### src/verilog/chpc_consts.svh
// Constants of the charger high-impedance, output-mode and power-path control block.
// Assumes a 40 MHz hclk and word-aligned AHB-Lite register offsets.
`ifndef CHPC_CONSTS_SVH
`define CHPC_CONSTS_SVH

// ****************************************
// Register byte offsets
// ****************************************
`define CHPC_ADDR_CTRL     8'h00
`define CHPC_ADDR_TARGET   8'h04
`define CHPC_ADDR_SYSMIN   8'h08
`define CHPC_ADDR_TSLIM    8'h0c
`define CHPC_ADDR_STATUS   8'h10
`define CHPC_ADDR_FLAG     8'h14
`define CHPC_ADDR_MASK     8'h18

// ****************************************
// Control register fields
// ****************************************
`define CHPC_CTRL_HIZ      0
`define CHPC_CTRL_ADC      1
`define CHPC_CTRL_OTG      2
`define CHPC_CTRL_PATH1    3
`define CHPC_CTRL_PATH2    4
`define CHPC_CTRL_DRVDIS   5
`define CHPC_CTRL_PFMDIS   6
`define CHPC_CTRL_OOADIS   7
`define CHPC_CTRL_CHGEN    8
`define CHPC_CTRL_LIM_LO   9
`define CHPC_CTRL_LIM_HI   10
`define CHPC_TGT_V_HI      10
`define CHPC_TGT_I_LO      16
`define CHPC_TGT_I_HI      22

// ****************************************
// Reset values
// ****************************************
`define CHPC_CTRL_RST      32'h0000_0600
`define CHPC_TGT_RST       32'h0000_0000
`define CHPC_TSLIM_RST     16'hd030
`define CHPC_MASK_RST      4'h0

// ****************************************
// Discharge limits and timing
// ****************************************
`define CHPC_LIM_3A_MA     13'h0bb8
`define CHPC_LIM_4A_MA     13'h0fa0
`define CHPC_LIM_5A_MA     13'h1388
`define CHPC_CLK_MHZ       40
`define CHPC_START_DELAY_US 5000
`define CHPC_START_DELAY_CYC (`CHPC_START_DELAY_US * `CHPC_CLK_MHZ)

`endif

### src/verilog/chpc_pkg.sv
// Types shared by the control block, its checker and the bench.
// Assumes nothing beyond a SystemVerilog compiler.
package chpc_pkg;

  // ****************************************
  // Sensed analog conditions, pin side
  // ****************************************
  typedef struct packed {
    logic input_overvoltage_fault;
    logic system_overvoltage_fault;
    logic battery_overvoltage_fault;
    logic output_mode_overvoltage_fault;
    logic system_short_fault;
    logic input_overcurrent_fault;
    logic battery_above_otg;
    logic input_below_uvlo;
    logic discharge_over_limit;
    logic battery_below_minsys;
    logic charge_terminated;
    logic pfm_active;
  } chpc_sense_t;

  // Output-mode start sequence
  typedef enum logic [1:0] {
    CHPC_OTG_IDLE  = 2'b00,
    CHPC_OTG_DELAY = 2'b01,
    CHPC_OTG_PATH  = 2'b10,
    CHPC_OTG_RUN   = 2'b11
  } chpc_otg_state_t;

  // System regulation target
  typedef enum logic [1:0] {
    CHPC_SYS_MIN_PLUS_200 = 2'b00,
    CHPC_SYS_BAT_PLUS_200 = 2'b01,
    CHPC_SYS_BAT_PLUS_600 = 2'b10,
    CHPC_SYS_BAT_FET_DROP = 2'b11
  } chpc_sysreg_t;

endpackage

### src/verilog/chpc_sync.sv
// Three-stage synchroniser for asynchronous pin-side levels.
// Assumes each bit is an independent slow level; a change is taken when stages two and three agree.
`timescale 1ns/10ps

module chpc_sync #(
  parameter int          WIDTH = 12,
  parameter logic [WIDTH-1:0] RST = '0
) (
  // Clock and reset
  input  wire logic             hclk,
  input  wire logic             hresetn,
  // Levels
  input  wire logic [WIDTH-1:0] async_in,
  output logic      [WIDTH-1:0] sync_out
);

  logic [WIDTH-1:0] stage1;
  logic [WIDTH-1:0] stage2;
  logic [WIDTH-1:0] stage3;
  logic [WIDTH-1:0] agree;

  // Stage one is only read by stage two
  always_ff @(posedge hclk or negedge hresetn) begin
    if (!hresetn) begin
      stage1 <= RST;
      stage2 <= RST;
      stage3 <= RST;
    end else begin
      stage1 <= async_in;
      stage2 <= stage1;
      stage3 <= stage2;
    end
  end

  assign agree = ~(stage2 ^ stage3);

  // Hold last value while the last two stages still differ
  always_ff @(posedge hclk or negedge hresetn) begin
    if (!hresetn) begin
      sync_out <= RST;
    end else begin
      sync_out <= (stage3 & agree) | (sync_out & ~agree);
    end
  end

endmodule

### src/verilog/chpc_ctrl.sv
// Charger control: high-impedance state, battery-powered output mode and power path status.
// Assumes an AHB-Lite master on hclk, analog comparators on the sense pins, straps stable at reset.
`timescale 1ns/10ps
`include "chpc_consts.svh"

module chpc_ctrl
  import chpc_pkg::*;
#(
  parameter int START_DELAY_CYC = `CHPC_START_DELAY_CYC
) (
  // Clock and reset
  input  wire logic        hclk,
  input  wire logic        hresetn,
  // AHB-Lite slave
  input  wire logic        hsel,
  input  wire logic [7:0]  haddr,
  input  wire logic [1:0]  htrans,
  input  wire logic        hwrite,
  input  wire logic [2:0]  hsize,
  input  wire logic [31:0] hwdata,
  input  wire logic        hready,
  output logic      [31:0] hrdata,
  output logic             hreadyout,
  output logic             hresp,
  // Sense pins and same-clock ADC reading
  input  wire chpc_sense_t sense_in,
  input  wire logic [7:0]  ts_reading,
  // Straps
  input  wire logic        path1_switch_present_pin,
  input  wire logic        path2_switch_present_pin,
  input  wire logic [7:0]  programming_pin_code,
  // Power stage controls
  output logic             internal_regulator,
  output logic             converter_switching,
  output logic             adc_on,
  output logic             battery_switch,
  output logic             battery_switch_linear,
  output logic             path1_drive,
  output logic             path2_drive,
  output logic [10:0]      output_mode_voltage_target,
  output logic [6:0]       output_mode_current_cmd,
  output logic             pfm_allowed,
  output logic             audio_avoid_on,
  output logic [12:0]      discharge_limit_ma,
  output logic             soft_start,
  output logic [7:0]       minimum_system_voltage,
  output chpc_sysreg_t     system_regulation_mode,
  // Interrupt
  output logic             irq,
  output logic             int_pulse
);

  localparam int CW = $clog2(START_DELAY_CYC + 1);

  // ****************************************
  // Decoders
  // ****************************************
  function automatic logic [12:0] limit_ma(input logic [1:0] code);
    unique case (code)
      2'b00: limit_ma = `CHPC_LIM_3A_MA;
      2'b01: limit_ma = `CHPC_LIM_4A_MA;
      2'b10: limit_ma = `CHPC_LIM_5A_MA;
      2'b11: limit_ma = 13'h0000;
    endcase
  endfunction

  function automatic logic addr_is(input logic [7:0] a, input logic [7:0] off);
    addr_is = (a[7:2] == off[7:2]);
  endfunction

  // ****************************************
  // Storage and wires
  // ****************************************
  chpc_sense_t      sense;
  chpc_otg_state_t  otg_state;
  chpc_otg_state_t  next_otg_state;
  logic [31:0]      ctrl;
  logic [31:0]      target;
  logic [15:0]      ts_limit;
  logic [3:0]       flag;
  logic [3:0]       mask;
  logic [3:0]       event_vec;
  logic [CW-1:0]    delay_cnt;
  logic             path1_present;
  logic             path2_present;
  logic             strap_done;
  logic             wr_pend;
  logic [7:0]       wr_addr;
  logic             disch_status;
  logic             disch_status_q;
  logic             ov_q;
  logic             high_impedance_state;
  logic             ov_fault;
  logic             hiz_fault;
  logic             otg_ok;
  logic             direct_start;
  logic             path_ok;
  logic             limit_on;
  logic             run;
  logic             addr_valid;
  logic [31:0]      status_word;

  // Pin-side comparators cross into hclk
  chpc_sync #(
    .WIDTH ($bits(chpc_sense_t)),
    .RST   ('0)
  ) u_sync (
    .hclk     (hclk),
    .hresetn  (hresetn),
    .async_in (sense_in),
    .sync_out (sense)
  );

  // Decoded control fields
  assign high_impedance_state          = ctrl[`CHPC_CTRL_HIZ];
  assign limit_on     = (ctrl[`CHPC_CTRL_LIM_HI:`CHPC_CTRL_LIM_LO] != 2'b11);
  assign run          = (otg_state == CHPC_OTG_RUN);
  assign ov_fault     = sense.input_overvoltage_fault | sense.system_overvoltage_fault |
                        sense.battery_overvoltage_fault | sense.output_mode_overvoltage_fault;
  assign hiz_fault    = sense.system_short_fault | sense.input_overcurrent_fault;
  assign otg_ok       = sense.battery_above_otg & ~sense.battery_overvoltage_fault &
                        sense.input_below_uvlo & (ts_reading >= ts_limit[7:0]) &
                        (ts_reading <= ts_limit[15:8]) & ~high_impedance_state;
  assign direct_start = ~(path1_present | path2_present) | ctrl[`CHPC_CTRL_DRVDIS];
  // Populated path enabled; both at once is ignored
  assign path_ok      = ((path1_present & ctrl[`CHPC_CTRL_PATH1]) |
                         (path2_present & ctrl[`CHPC_CTRL_PATH2])) &
                        ~(ctrl[`CHPC_CTRL_PATH1] & ctrl[`CHPC_CTRL_PATH2]);

  // ****************************************
  // AHB-Lite slave
  // ****************************************
  // Zero wait state, always OKAY
  assign hreadyout  = 1'b1;
  assign hresp      = 1'b0;
  assign addr_valid = hsel & htrans[1] & hready;

  // Write address is held for the data phase
  always_ff @(posedge hclk or negedge hresetn) begin
    if (!hresetn) begin
      wr_pend <= 1'b0;
      wr_addr <= 8'h00;
    end else begin
      wr_pend <= addr_valid & hwrite;
      wr_addr <= haddr;
    end
  end

  assign status_word = {21'h000000, sense.charge_terminated, battery_switch, converter_switching,
                        path2_present, path1_present, otg_state, run,
                        sense.battery_below_minsys, disch_status, high_impedance_state};

  // Read data captured at the address phase, standing in the data phase
  always_ff @(posedge hclk or negedge hresetn) begin
    if (!hresetn) begin
      hrdata <= 32'h0000_0000;
    end else if (addr_valid & ~hwrite) begin
      if (addr_is(haddr, `CHPC_ADDR_CTRL))        hrdata <= ctrl;
      else if (addr_is(haddr, `CHPC_ADDR_TARGET)) hrdata <= target;
      else if (addr_is(haddr, `CHPC_ADDR_SYSMIN)) hrdata <= {24'h000000, minimum_system_voltage};
      else if (addr_is(haddr, `CHPC_ADDR_TSLIM))  hrdata <= {16'h0000, ts_limit};
      else if (addr_is(haddr, `CHPC_ADDR_STATUS)) hrdata <= status_word;
      else if (addr_is(haddr, `CHPC_ADDR_FLAG))   hrdata <= {28'h0000000, flag};
      else if (addr_is(haddr, `CHPC_ADDR_MASK))   hrdata <= {28'h0000000, mask};
      else                                        hrdata <= 32'h0000_0000;
    end
  end

  // ****************************************
  // Control registers
  // ****************************************
  // Host writes, with hardware entry into the high-impedance state
  always_ff @(posedge hclk or negedge hresetn) begin
    if (!hresetn) begin
      ctrl <= `CHPC_CTRL_RST;
    end else begin
      if (wr_pend && addr_is(wr_addr, `CHPC_ADDR_CTRL)) begin
        ctrl <= {21'h000000, hwdata[10:0]};
      end else if (hiz_fault && !high_impedance_state) begin
        ctrl[`CHPC_CTRL_ADC] <= 1'b0;
      end
      // Fault sets enable, wins over host clear
      if (hiz_fault) begin
        ctrl[`CHPC_CTRL_HIZ] <= 1'b1;
      end
      // Host entry also drops the ADC unless set in the same write
      if (wr_pend && addr_is(wr_addr, `CHPC_ADDR_CTRL) && hwdata[`CHPC_CTRL_HIZ] && !high_impedance_state &&
          !hwdata[`CHPC_CTRL_ADC]) begin
        ctrl[`CHPC_CTRL_ADC] <= 1'b0;
      end
    end
  end

  always_ff @(posedge hclk or negedge hresetn) begin
    if (!hresetn) begin
      target   <= `CHPC_TGT_RST;
      ts_limit <= `CHPC_TSLIM_RST;
    end else if (wr_pend) begin
      if (addr_is(wr_addr, `CHPC_ADDR_TARGET)) begin
        target <= {9'h000, hwdata[`CHPC_TGT_I_HI:`CHPC_TGT_I_LO], 5'h00, hwdata[`CHPC_TGT_V_HI:0]};
      end
      if (addr_is(wr_addr, `CHPC_ADDR_TSLIM)) begin
        ts_limit <= hwdata[15:0];
      end
    end
  end

  // Straps caught once after reset release; host may override the minimum system voltage only
  always_ff @(posedge hclk or negedge hresetn) begin
    if (!hresetn) begin
      strap_done             <= 1'b0;
      minimum_system_voltage <= 8'h00;
      path1_present          <= 1'b0;
      path2_present          <= 1'b0;
    end else if (!strap_done) begin
      strap_done             <= 1'b1;
      minimum_system_voltage <= programming_pin_code;
      path1_present          <= path1_switch_present_pin;
      path2_present          <= path2_switch_present_pin;
    end else if (wr_pend && addr_is(wr_addr, `CHPC_ADDR_SYSMIN)) begin
      minimum_system_voltage <= hwdata[7:0];
    end
  end

  // ****************************************
  // Output-mode start sequence
  // ****************************************
  always_comb begin
    next_otg_state = otg_state;
    unique case (otg_state)
      CHPC_OTG_IDLE: begin
        if (ctrl[`CHPC_CTRL_OTG] && otg_ok) begin
          next_otg_state = direct_start ? CHPC_OTG_DELAY : CHPC_OTG_PATH;
        end
      end
      CHPC_OTG_DELAY: begin
        if (!(ctrl[`CHPC_CTRL_OTG] && otg_ok)) begin
          next_otg_state = CHPC_OTG_IDLE;
        end else if (delay_cnt == CW'(START_DELAY_CYC - 1)) begin
          next_otg_state = CHPC_OTG_RUN;
        end
      end
      CHPC_OTG_PATH: begin
        if (!(ctrl[`CHPC_CTRL_OTG] && otg_ok)) begin
          next_otg_state = CHPC_OTG_IDLE;
        end else if (path_ok) begin
          next_otg_state = CHPC_OTG_RUN;
        end
      end
      CHPC_OTG_RUN: begin
        if (!(ctrl[`CHPC_CTRL_OTG] && otg_ok)) begin
          next_otg_state = CHPC_OTG_IDLE;
        end else if (!direct_start && !path_ok) begin
          // Path cleared: stop and wait for the other
          next_otg_state = CHPC_OTG_PATH;
        end
      end
    endcase
  end

  // Delay counts only while waiting to start
  always_ff @(posedge hclk or negedge hresetn) begin
    if (!hresetn) begin
      otg_state <= CHPC_OTG_IDLE;
      delay_cnt <= '0;
    end else begin
      otg_state <= next_otg_state;
      delay_cnt <= (otg_state == CHPC_OTG_DELAY) ? delay_cnt + CW'(1) : '0;
    end
  end

  // ****************************************
  // Discharge limiting
  // ****************************************
  // Status follows the comparator while running with a discharge limit set
  // Clears itself once current is below the limit
  always_ff @(posedge hclk or negedge hresetn) begin
    if (!hresetn) begin
      disch_status   <= 1'b0;
      disch_status_q <= 1'b0;
      ov_q           <= 1'b0;
    end else begin
      disch_status   <= run & limit_on & sense.discharge_over_limit;
      disch_status_q <= disch_status;
      ov_q           <= ov_fault;
    end
  end

  // Back off current while over; ramp up only with soft-start
  always_ff @(posedge hclk or negedge hresetn) begin
    if (!hresetn) begin
      output_mode_current_cmd <= 7'h00;
    end else if (!run) begin
      output_mode_current_cmd <= 7'h00;
    end else if (disch_status) begin
      if (output_mode_current_cmd != 7'h00) begin
        output_mode_current_cmd <= output_mode_current_cmd - 7'h01;
      end
    end else if (!limit_on) begin
      output_mode_current_cmd <= target[`CHPC_TGT_I_HI:`CHPC_TGT_I_LO];
    end else if (output_mode_current_cmd < target[`CHPC_TGT_I_HI:`CHPC_TGT_I_LO]) begin
      output_mode_current_cmd <= output_mode_current_cmd + 7'h01;
    end else begin
      output_mode_current_cmd <= target[`CHPC_TGT_I_HI:`CHPC_TGT_I_LO];
    end
  end

  // ****************************************
  // Interrupt flags
  // ****************************************
  // Bit 0 discharge limit, 1 fault high-impedance, 2 output mode start, 3 overvoltage stop
  assign event_vec = {ov_fault & ~ov_q,
                      (otg_state != CHPC_OTG_RUN) & (next_otg_state == CHPC_OTG_RUN),
                      hiz_fault & ~high_impedance_state,
                      disch_status & ~disch_status_q};

  // Flags set only while unmasked; set wins over write-one clear
  always_ff @(posedge hclk or negedge hresetn) begin
    if (!hresetn) begin
      flag <= 4'h0;
      mask <= `CHPC_MASK_RST;
    end else begin
      if (wr_pend && addr_is(wr_addr, `CHPC_ADDR_MASK)) begin
        mask <= hwdata[3:0];
      end
      if (wr_pend && addr_is(wr_addr, `CHPC_ADDR_FLAG)) begin
        flag <= (flag & ~hwdata[3:0]) | (event_vec & ~mask);
      end else begin
        flag <= flag | (event_vec & ~mask);
      end
    end
  end

  // Pulse on every event, level while unmasked flags stand
  always_ff @(posedge hclk or negedge hresetn) begin
    if (!hresetn) begin
      int_pulse <= 1'b0;
      irq       <= 1'b0;
    end else begin
      int_pulse <= |event_vec;
      irq       <= |(flag & ~mask);
    end
  end

  // ****************************************
  // Power stage outputs
  // ****************************************
  // Registered so the analog side never sees decode glitches
  always_ff @(posedge hclk or negedge hresetn) begin
    if (!hresetn) begin
      internal_regulator         <= 1'b0;
      converter_switching        <= 1'b0;
      adc_on                     <= 1'b0;
      path1_drive                <= 1'b0;
      path2_drive                <= 1'b0;
      output_mode_voltage_target <= 11'h000;
      pfm_allowed                <= 1'b1;
      audio_avoid_on             <= 1'b1;
      discharge_limit_ma         <= 13'h0000;
      soft_start                 <= 1'b0;
    end else begin
      // Regulator off in the high-impedance state
      internal_regulator         <= ~high_impedance_state;
      // No switching in high impedance or on overvoltage
      converter_switching        <= ~high_impedance_state & ~ov_fault & (ctrl[`CHPC_CTRL_OTG] ? run : 1'b1);
      // ADC follows its enable, cleared on entry unless a same-cycle control write sets it
      adc_on                     <= ctrl[`CHPC_CTRL_ADC];
      // Both path bits together drive neither switch
      path1_drive                <= run & ~direct_start & path_ok & ctrl[`CHPC_CTRL_PATH1];
      path2_drive                <= run & ~direct_start & path_ok & ctrl[`CHPC_CTRL_PATH2];
      output_mode_voltage_target <= target[`CHPC_TGT_V_HI:0];
      pfm_allowed                <= run ? ~ctrl[`CHPC_CTRL_PFMDIS] : 1'b1;
      audio_avoid_on             <= run ? ~ctrl[`CHPC_CTRL_OOADIS] : 1'b1;
      discharge_limit_ma         <= limit_ma(ctrl[`CHPC_CTRL_LIM_HI:`CHPC_CTRL_LIM_LO]);
      soft_start                 <= limit_on;
    end
  end

  // System regulation and battery switch
  always_ff @(posedge hclk or negedge hresetn) begin
    if (!hresetn) begin
      battery_switch         <= 1'b1;
      battery_switch_linear  <= 1'b0;
      system_regulation_mode <= CHPC_SYS_BAT_FET_DROP;
    end else begin
      // On in high impedance; off after termination
      battery_switch        <= high_impedance_state | ~sense.charge_terminated;
      battery_switch_linear <= sense.battery_below_minsys & ~high_impedance_state;
      if (sense.battery_below_minsys) begin
        system_regulation_mode <= CHPC_SYS_MIN_PLUS_200;
      end else if (!ctrl[`CHPC_CTRL_CHGEN] || sense.charge_terminated) begin
        system_regulation_mode <= sense.pfm_active ? CHPC_SYS_BAT_PLUS_600 : CHPC_SYS_BAT_PLUS_200;
      end else begin
        system_regulation_mode <= CHPC_SYS_BAT_FET_DROP;
      end
    end
  end

endmodule

### config.mk
export PLATFORM = sky130hd
export DESIGN_NAME = chpc_ctrl
export DESIGN_NICKNAME = d
export VERILOG_FILES = /design/src/verilog/chpc_pkg.sv /design/src/verilog/chpc_sync.sv /design/src/verilog/chpc_ctrl.sv
export VERILOG_INCLUDE_DIRS = /design/src /design/src/verilog
export SDC_FILE = /design/constraint.sdc
export NUM_CORES = 1
export LEC_CHECK = 0
export BUFFER_PORTS_ARGS = -buffer_cell sky130_fd_sc_hd__buf_4
export CAP_MARGIN = 10
export CORE_MARGIN = 4
export CORE_UTILIZATION = 50
export DETAILED_ROUTE_END_ITERATION = 8
export HOLD_SLACK_MARGIN = 0.08
export PLACE_DENSITY = 0.76
export REMOVE_ABC_BUFFERS = 1
export SYNTH_ARGS = -nofsm -noshare
export SYNTH_HDL_FRONTEND = slang
export SYNTH_SLANG_ARGS = --single-unit
### constraint.sdc
create_clock -name hclk -period 1.93 [get_ports hclk]
set_clock_uncertainty 0.15 [all_clocks]
set_input_delay 0.0965 -clock hclk [delete_from_list [all_inputs] [get_ports hclk]]
set_output_delay 0.0965 -clock hclk [all_outputs]
set_load 0.05 [all_outputs]
# Yosys cells after proc, flatten, opt, wreduce, memory -nomap -nowiden
# Index checks and enable logic that the tools add are counted.
dict set report totals {
  regBits 221
  out_inout_bits 87
}
dict set report classes {
  add_sub_neg 3
  magnitude_cmp 3
  n_eq_ne 23
  muxes 37
  n_bitwise 59
  reduce_logical 27
}
# cell n
set ops {}
lappend ops {{$pmux W13 S4} 1}
lappend ops {{$mux W7} 5}
lappend ops {{$mux W16} 2}
lappend ops {{$mux W32} 1}
lappend ops {{$eq A6 B3 Y1 const B} 5}
lappend ops {{$and A1 B1 Y1} 26}
lappend ops {{$and A12 B12 Y12} 2}
lappend ops {{$eq A6 B2 Y1 const B} 4}
lappend ops {{$not A12 Y12} 2}
lappend ops {{$mux W23} 1}
lappend ops {{$mux W2} 11}
lappend ops {{$add A18 B1 Y18 const B} 1}
lappend ops {{$eq A18 B18 Y1 const B} 1}
lappend ops {{$mux W18} 1}
lappend ops {{$mux W8} 2}
lappend ops {{$and A4 B4 Y4} 3}
lappend ops {{$eq A6 B1 Y1 const B} 2}
lappend ops {{$logic_not A6 Y1} 2}
lappend ops {{$mux W4} 3}
lappend ops {{$not A1 Y1} 12}
lappend ops {{$or A12 B12 Y12} 1}
lappend ops {{$xor A12 B12 Y12} 1}
lappend ops {{$mux W11} 1}
lappend ops {{$eq A2 B2 Y1 const B} 5}
lappend ops {{23 further kinds} 57}

# Depth between registers and ports, before layout
dict set report depth {
  depth_word 14
  ltp_mapped 8
}

# Cells and area by module
# Synthesis repeated with hierarchy kept, for this count alone.
dict set report hier_totals {
  hier_cells 716
  area_unflattened_um2 8690.8
}
# mod instances cells_each area_each_um2 seq_area_each_um2
set modules_own_cells {}
lappend modules_own_cells {chpc_ctrl 1 656 7354.6 3893.7}
lappend modules_own_cells {chpc_sync 1 60 1336.3 1201.2}

# Worst setup path after synthesis
# Ideal clock, no wire load.
dict set report synth_timing {
  kind {reg-to-reg}
  start {register output_mode_current_cmd[2]}
  end {register output_mode_current_cmd[1]}
  setup_time_ns 0.078
  arrival_ns 2.233
  path_slack_ns -0.531
  path_stages_with_launch 8
  cell_sequence {dfrtp_1 -> ha_1 -> a211o_1 -> a31oi_1 -> o21ai_1 -> buf_2 -> a2111oi_0 -> o21bai_1}
}
dict set report synth_via {
  elab_chain_cells 5
}
# element line_no
set synth_lines {}
lappend synth_lines {{start, declared} chpc_ctrl.sv:41} ;# output logic [6:0] output_mode_current_cmd,
lappend synth_lines {{start signal, assigned} chpc_ctrl.sv:297} ;# output_mode_current_cmd <= output_mode_current_cmd - 7'h01;
lappend synth_lines {{start signal, assigned} chpc_ctrl.sv:300} ;# output_mode_current_cmd <= target[`CHPC_TGT_I_HI:`CHPC_TGT_I_LO];
lappend synth_lines {{start signal, assigned} chpc_ctrl.sv:302} ;# output_mode_current_cmd <= output_mode_current_cmd + 7'h01;
lappend synth_lines {{$lt A7 B7 Y1} chpc_ctrl.sv:301} ;# end else if (output_mode_current_cmd < target[`CHPC_TGT_I_HI:`CHPC_TGT_I_LO]) begin
lappend synth_lines {{$mux W7} chpc_ctrl.sv:301}
lappend synth_lines {{$mux W7} chpc_ctrl.sv:299} ;# end else if (!limit_on) begin
lappend synth_lines {{$mux W7} chpc_ctrl.sv:295} ;# end else if (disch_status) begin
lappend synth_lines {{$mux W7} chpc_ctrl.sv:293} ;# end else if (!run) begin
# Several ways; a longest one is shown, not always the timed one.
# A chain may end at the register's enable or synchronous reset.

# Final worst setup path
dict set report layout_timing {
  start {register target[21]}
  end {register output_mode_current_cmd[4]}
}
dict set report layout_via {
  elab_chain_cells 5
}
# element line_no
set layout_lines {}
lappend layout_lines {{start, declared} chpc_ctrl.sv:78} ;# logic [31:0] target;
lappend layout_lines {{start signal, assigned} chpc_ctrl.sv:196} ;# target <= `CHPC_TGT_RST;
lappend layout_lines {{start signal, assigned} chpc_ctrl.sv:200} ;# target <= {9'h000, hwdata[`CHPC_TGT_I_HI:`CHPC_TGT_I_LO], 5'h00, hwdata[`CHPC_TGT_V_HI:0]};
lappend layout_lines {{$lt A7 B7 Y1} chpc_ctrl.sv:301}
lappend layout_lines {{$mux W7} chpc_ctrl.sv:301}
lappend layout_lines {{$mux W7} chpc_ctrl.sv:299}
lappend layout_lines {{$mux W7} chpc_ctrl.sv:295}
lappend layout_lines {{$mux W7} chpc_ctrl.sv:293}
# No other way between the ends.

==> metrics.md <==
| Metric | Value |
|---|---|
| Final Slew Violations | 0 |
| Complex-gate fraction of the synthesized area | 0.0996 |
| Fin. Hold Viols | 0 |
| CTS H-tree depth | 1 |
| CP Capture Type | register |
| Worst-skew pair later-pin latency | 0.50 ns |
| Total Wirelength | 23.7 mm |
| Vias in the first global route | 7038 |
| Placer Congestion | 0.932 |
| Worst-margin pin slew | 0.597 ns |
| CTS sink cnt | 203 |
| Sequential cell area | 5090 µm² |
| Die ar. | 19400 µm² |
| First-pass GRT wire length | 37.2 mm |
| Core area | 16800 µm² |
| Cell count after placement | 1120 |
| Finished Cell Area | 12100 µm² |
| Critical Path Fanout Max | 5 |
| P_leak | 0.00578 µW |
| Setup TNS Final | -2.76 ns |
| EDFF count, synth | 0 |
| Largest net degree at the start of global routing | 64 |
| Relative slew slack | 0.602 |
| Yosys reg bits | 203 |
| # nets final | 1100 |
| Finished Layout Cells | 1229 |
| Grt ovf | 0 |
| Cell variety after synth | 62 |
| Max VDD drop | 0.655 mV |
| Synth Instances | 732 |
| Largest family of logic cells by synthesized area | simple AND/OR/NAND/NOR gates |
| Post-synth top flop | dfrtp_1 |
| Die Y | 139 µm |
| Starting Density | 0.515 |
| Post-synthesis mux area share | 0.0740 |
| Multi-input gate area | 3570 µm² |
| Cell taking the most area after synthesis | dfrtp_1 |
| Detailed Place HPWL | 15.4 mm |
| Routed Antenna Nets | 0 |
| I/O Buffers | 136 |
| CP Launch Type | register |
| Power Total | 9820 µW |
| Root Buffer | clkbuf_16 |
| Hold path depth | 2 |
| Avg WL per Cell | 19.3 µm |
| Period minus WS final | 2.13 ns |
| Worst EP arrival | 2.34 ns |
| Unrepaired setup endpoints after global routing | yes |
| Commonest cells after routing, fill and taps aside | buf_4 (195), dfrtp_1 (191), nand2_1 (64), dlygate4sd3_1 (56), nor2_1 (48) |
| Cts bufs inserted | 21 |
| Worst R2R Path Depth | 8 |
| Area growth syn-to-layout | 39.9% |
| Fillers | 1096 |
| Clk pin slew, worst setup/hold paths | 0.06 ns |
| Post-Synth Simple-Gate Area | 0.115 |
| Max cap viols | 0 |
| Post-synth top area share | 0.554 |
| Ys Warns | 0 |
| DR pass1 iterations | 5 |
| FP Rows | 47 |
| I/O pins | 167 |
| Post-synthesis xor/xnor area fraction | 0.0223 |
| DRC Markers | 0 |
| Via count | 6706 |
| Outcome | complete, but fails checks |
| Via-to-Cell Ratio | 5.46 |
| Post-synthesis adder-cell area fraction | 0.0516 |
| Required time worst endpoint | 2.15 ns |
| Final period utilization | 1.10 |
| DIE WIDTH | 139 µm |
| Diodes inserted | 0 |
| PnR worst setup slack | -0.198 ns |
| CTS tree | built |
| Placement-stage cell area | 10300 µm² |
| P per Cell Area | 813 nW/µm² |
| Top cells by area, synth | dfrtp_1 (55%), mux2_2 (4.3%), ha_1 (3.8%) |
| Hold WC Path Type | input port to register |
| Share of post-route cells with drive strength above 1 | 0.344 |
| Post-synth ARST share | 1.00 |
| Final core utilization | 0.721 |
| Clock Tree Buf Depth | 3 |
| Initial antenna violation count | 0 |
| Overall routing resource usage | 0.236 |
| Syn_area_per_cell | 11.8 µm² |
| Register area share after synthesis | 0.590 |
| Final setup fails | 32 |
| Synthesized area | 8630 µm² |
| Initial drt markers | 491 |
| Failing checks | setup timing |
| Max Freq | 470 MHz |
| Setup CP Type | register to register |
| Most common cell after layout, fill and taps aside | buf_4 |
[stage by stage]
stage / setup slack, ns / hold WS [ns]
6_report: -0.198 / 0.0884
5_1_grt: -0.278 / 0.103
4_1_cts: -0.126 / 0.0802
3_5_place_dp: -0.289 / -0.0186
3_3_place_gp: -0.199 / -0.0184
2_1_floorplan: -0.556 / -0.349
[metal layers]
| layer | share of wire | vias to the layer above | global-route usage |
|---|---|---|---|
| met3 | 0.062 | 65 | 0.0353 |
| met2 | 0.50 | 253 | 0.409 |
| li1 | - | 3054 | - |
| met4 | 0.031 | 0 | 0.0669 |
| met1 | 0.41 | 3334 | 0.311 |
| met5 | 0 | - | 0 |
[power breakdown]
part,internal [µW],switching [µW]
clock,2470,1670
sequential,4430,124
combinational,469,658
total,7370,2450
[cells in the mapped netlist, types with 10 or more instances]
cell type	n
a21oi_1	23
a221oi_1	10
a22o_1	12
and3_1	11
buf_4	19
clkbuf_1	15
dfrtp_1	191
dfstp_2	12
ha_1	26
inv_1	39
maj3_1	12
mux2_2	33
mux2i_1	20
nand2_1	71
nor2_1	49
o21ai_0	47
xor2_1	15
[state kept, by name, summed over array words and instances (netlist names), 2 cells and up, named ones only]
signal	flops
delay_cnt	18
target	18
mask	4
ctrl	11
output_mode_voltage_target	11
u_sync.stage3	12
output_mode_current_cmd	7
hrdata	23
u_sync.stage2	12
u_sync.stage1	12
wr_addr	6
otg_state	2
flag	4
minimum_system_voltage	8
discharge_limit_ma	6
system_regulation_mode	2
ts_limit	16
[area by class of cell]
class                   instances  share of cell area
flip-flops and latches        203               0.422
clock buffers                  29              0.0501
repair buffers                268               0.190
clock inverters                 9             0.00839
multi-input cells             461               0.295
well taps                     220              0.0228
inverters                      39              0.0121
[what timing repair did]
| item | in CTS | in global routing |
|---|---|---|
| hold buffers | 56 | 0 |
| gates resized for setup | 50 | 51 |
| cloned | 2 | 0 |
| endpoints found under the hold margin | 283 | 0 |
| pin swaps | 17 | 18 |
| endpoints found under the setup margin | 38 | 61 |
| setup buffers | 7 | 6 |
[path summary, 6_finish.rpt]
check | start | to | slack, ns
min reg2reg | u_sync.stage1[2]$_DFF_PN0_ | u_sync.stage2[2]$_DFF_PN0_ | 0.20
min | sense_in[1] | u_sync.stage1[1]$_DFF_PN0_ | 0.09
max in group asynchronous | hresetn | ts_limit[5]$_DFFE_PN1P_ | 0.42
max reg2reg | target[21]$_DFFE_PN0P_ | output_mode_current_cmd[4]$_DFFE_PN0P_ | -0.20
min in group asynchronous | hresetn | hrdata[21]$_DFFE_PN0P_ | 0.57
max | target[21]$_DFFE_PN0P_ | output_mode_current_cmd[4]$_DFFE_PN0P_ | -0.20
[logic make-up after synthesis]
logic type	after synthesis
adders and majority gates	38
AOI/OAI and AO/OA	132
other	2
buffers and inverters	83
muxes	56
xor gates and xnor gates	22
and+or+nand+nor	196
DFF	203
[critical path, stage by stage (launching register included)]
cell,delay [ns]
dfrtp_1,0.40
inv_2,0.10
ha_4,0.21
a21o_1,0.20
a221oi_4,0.33
o21ai_4,0.16
buf_6,0.16
o31ai_4,0.21
a221oi_2,0.09
No activity file was read; power rests on OpenSTA's default activity.
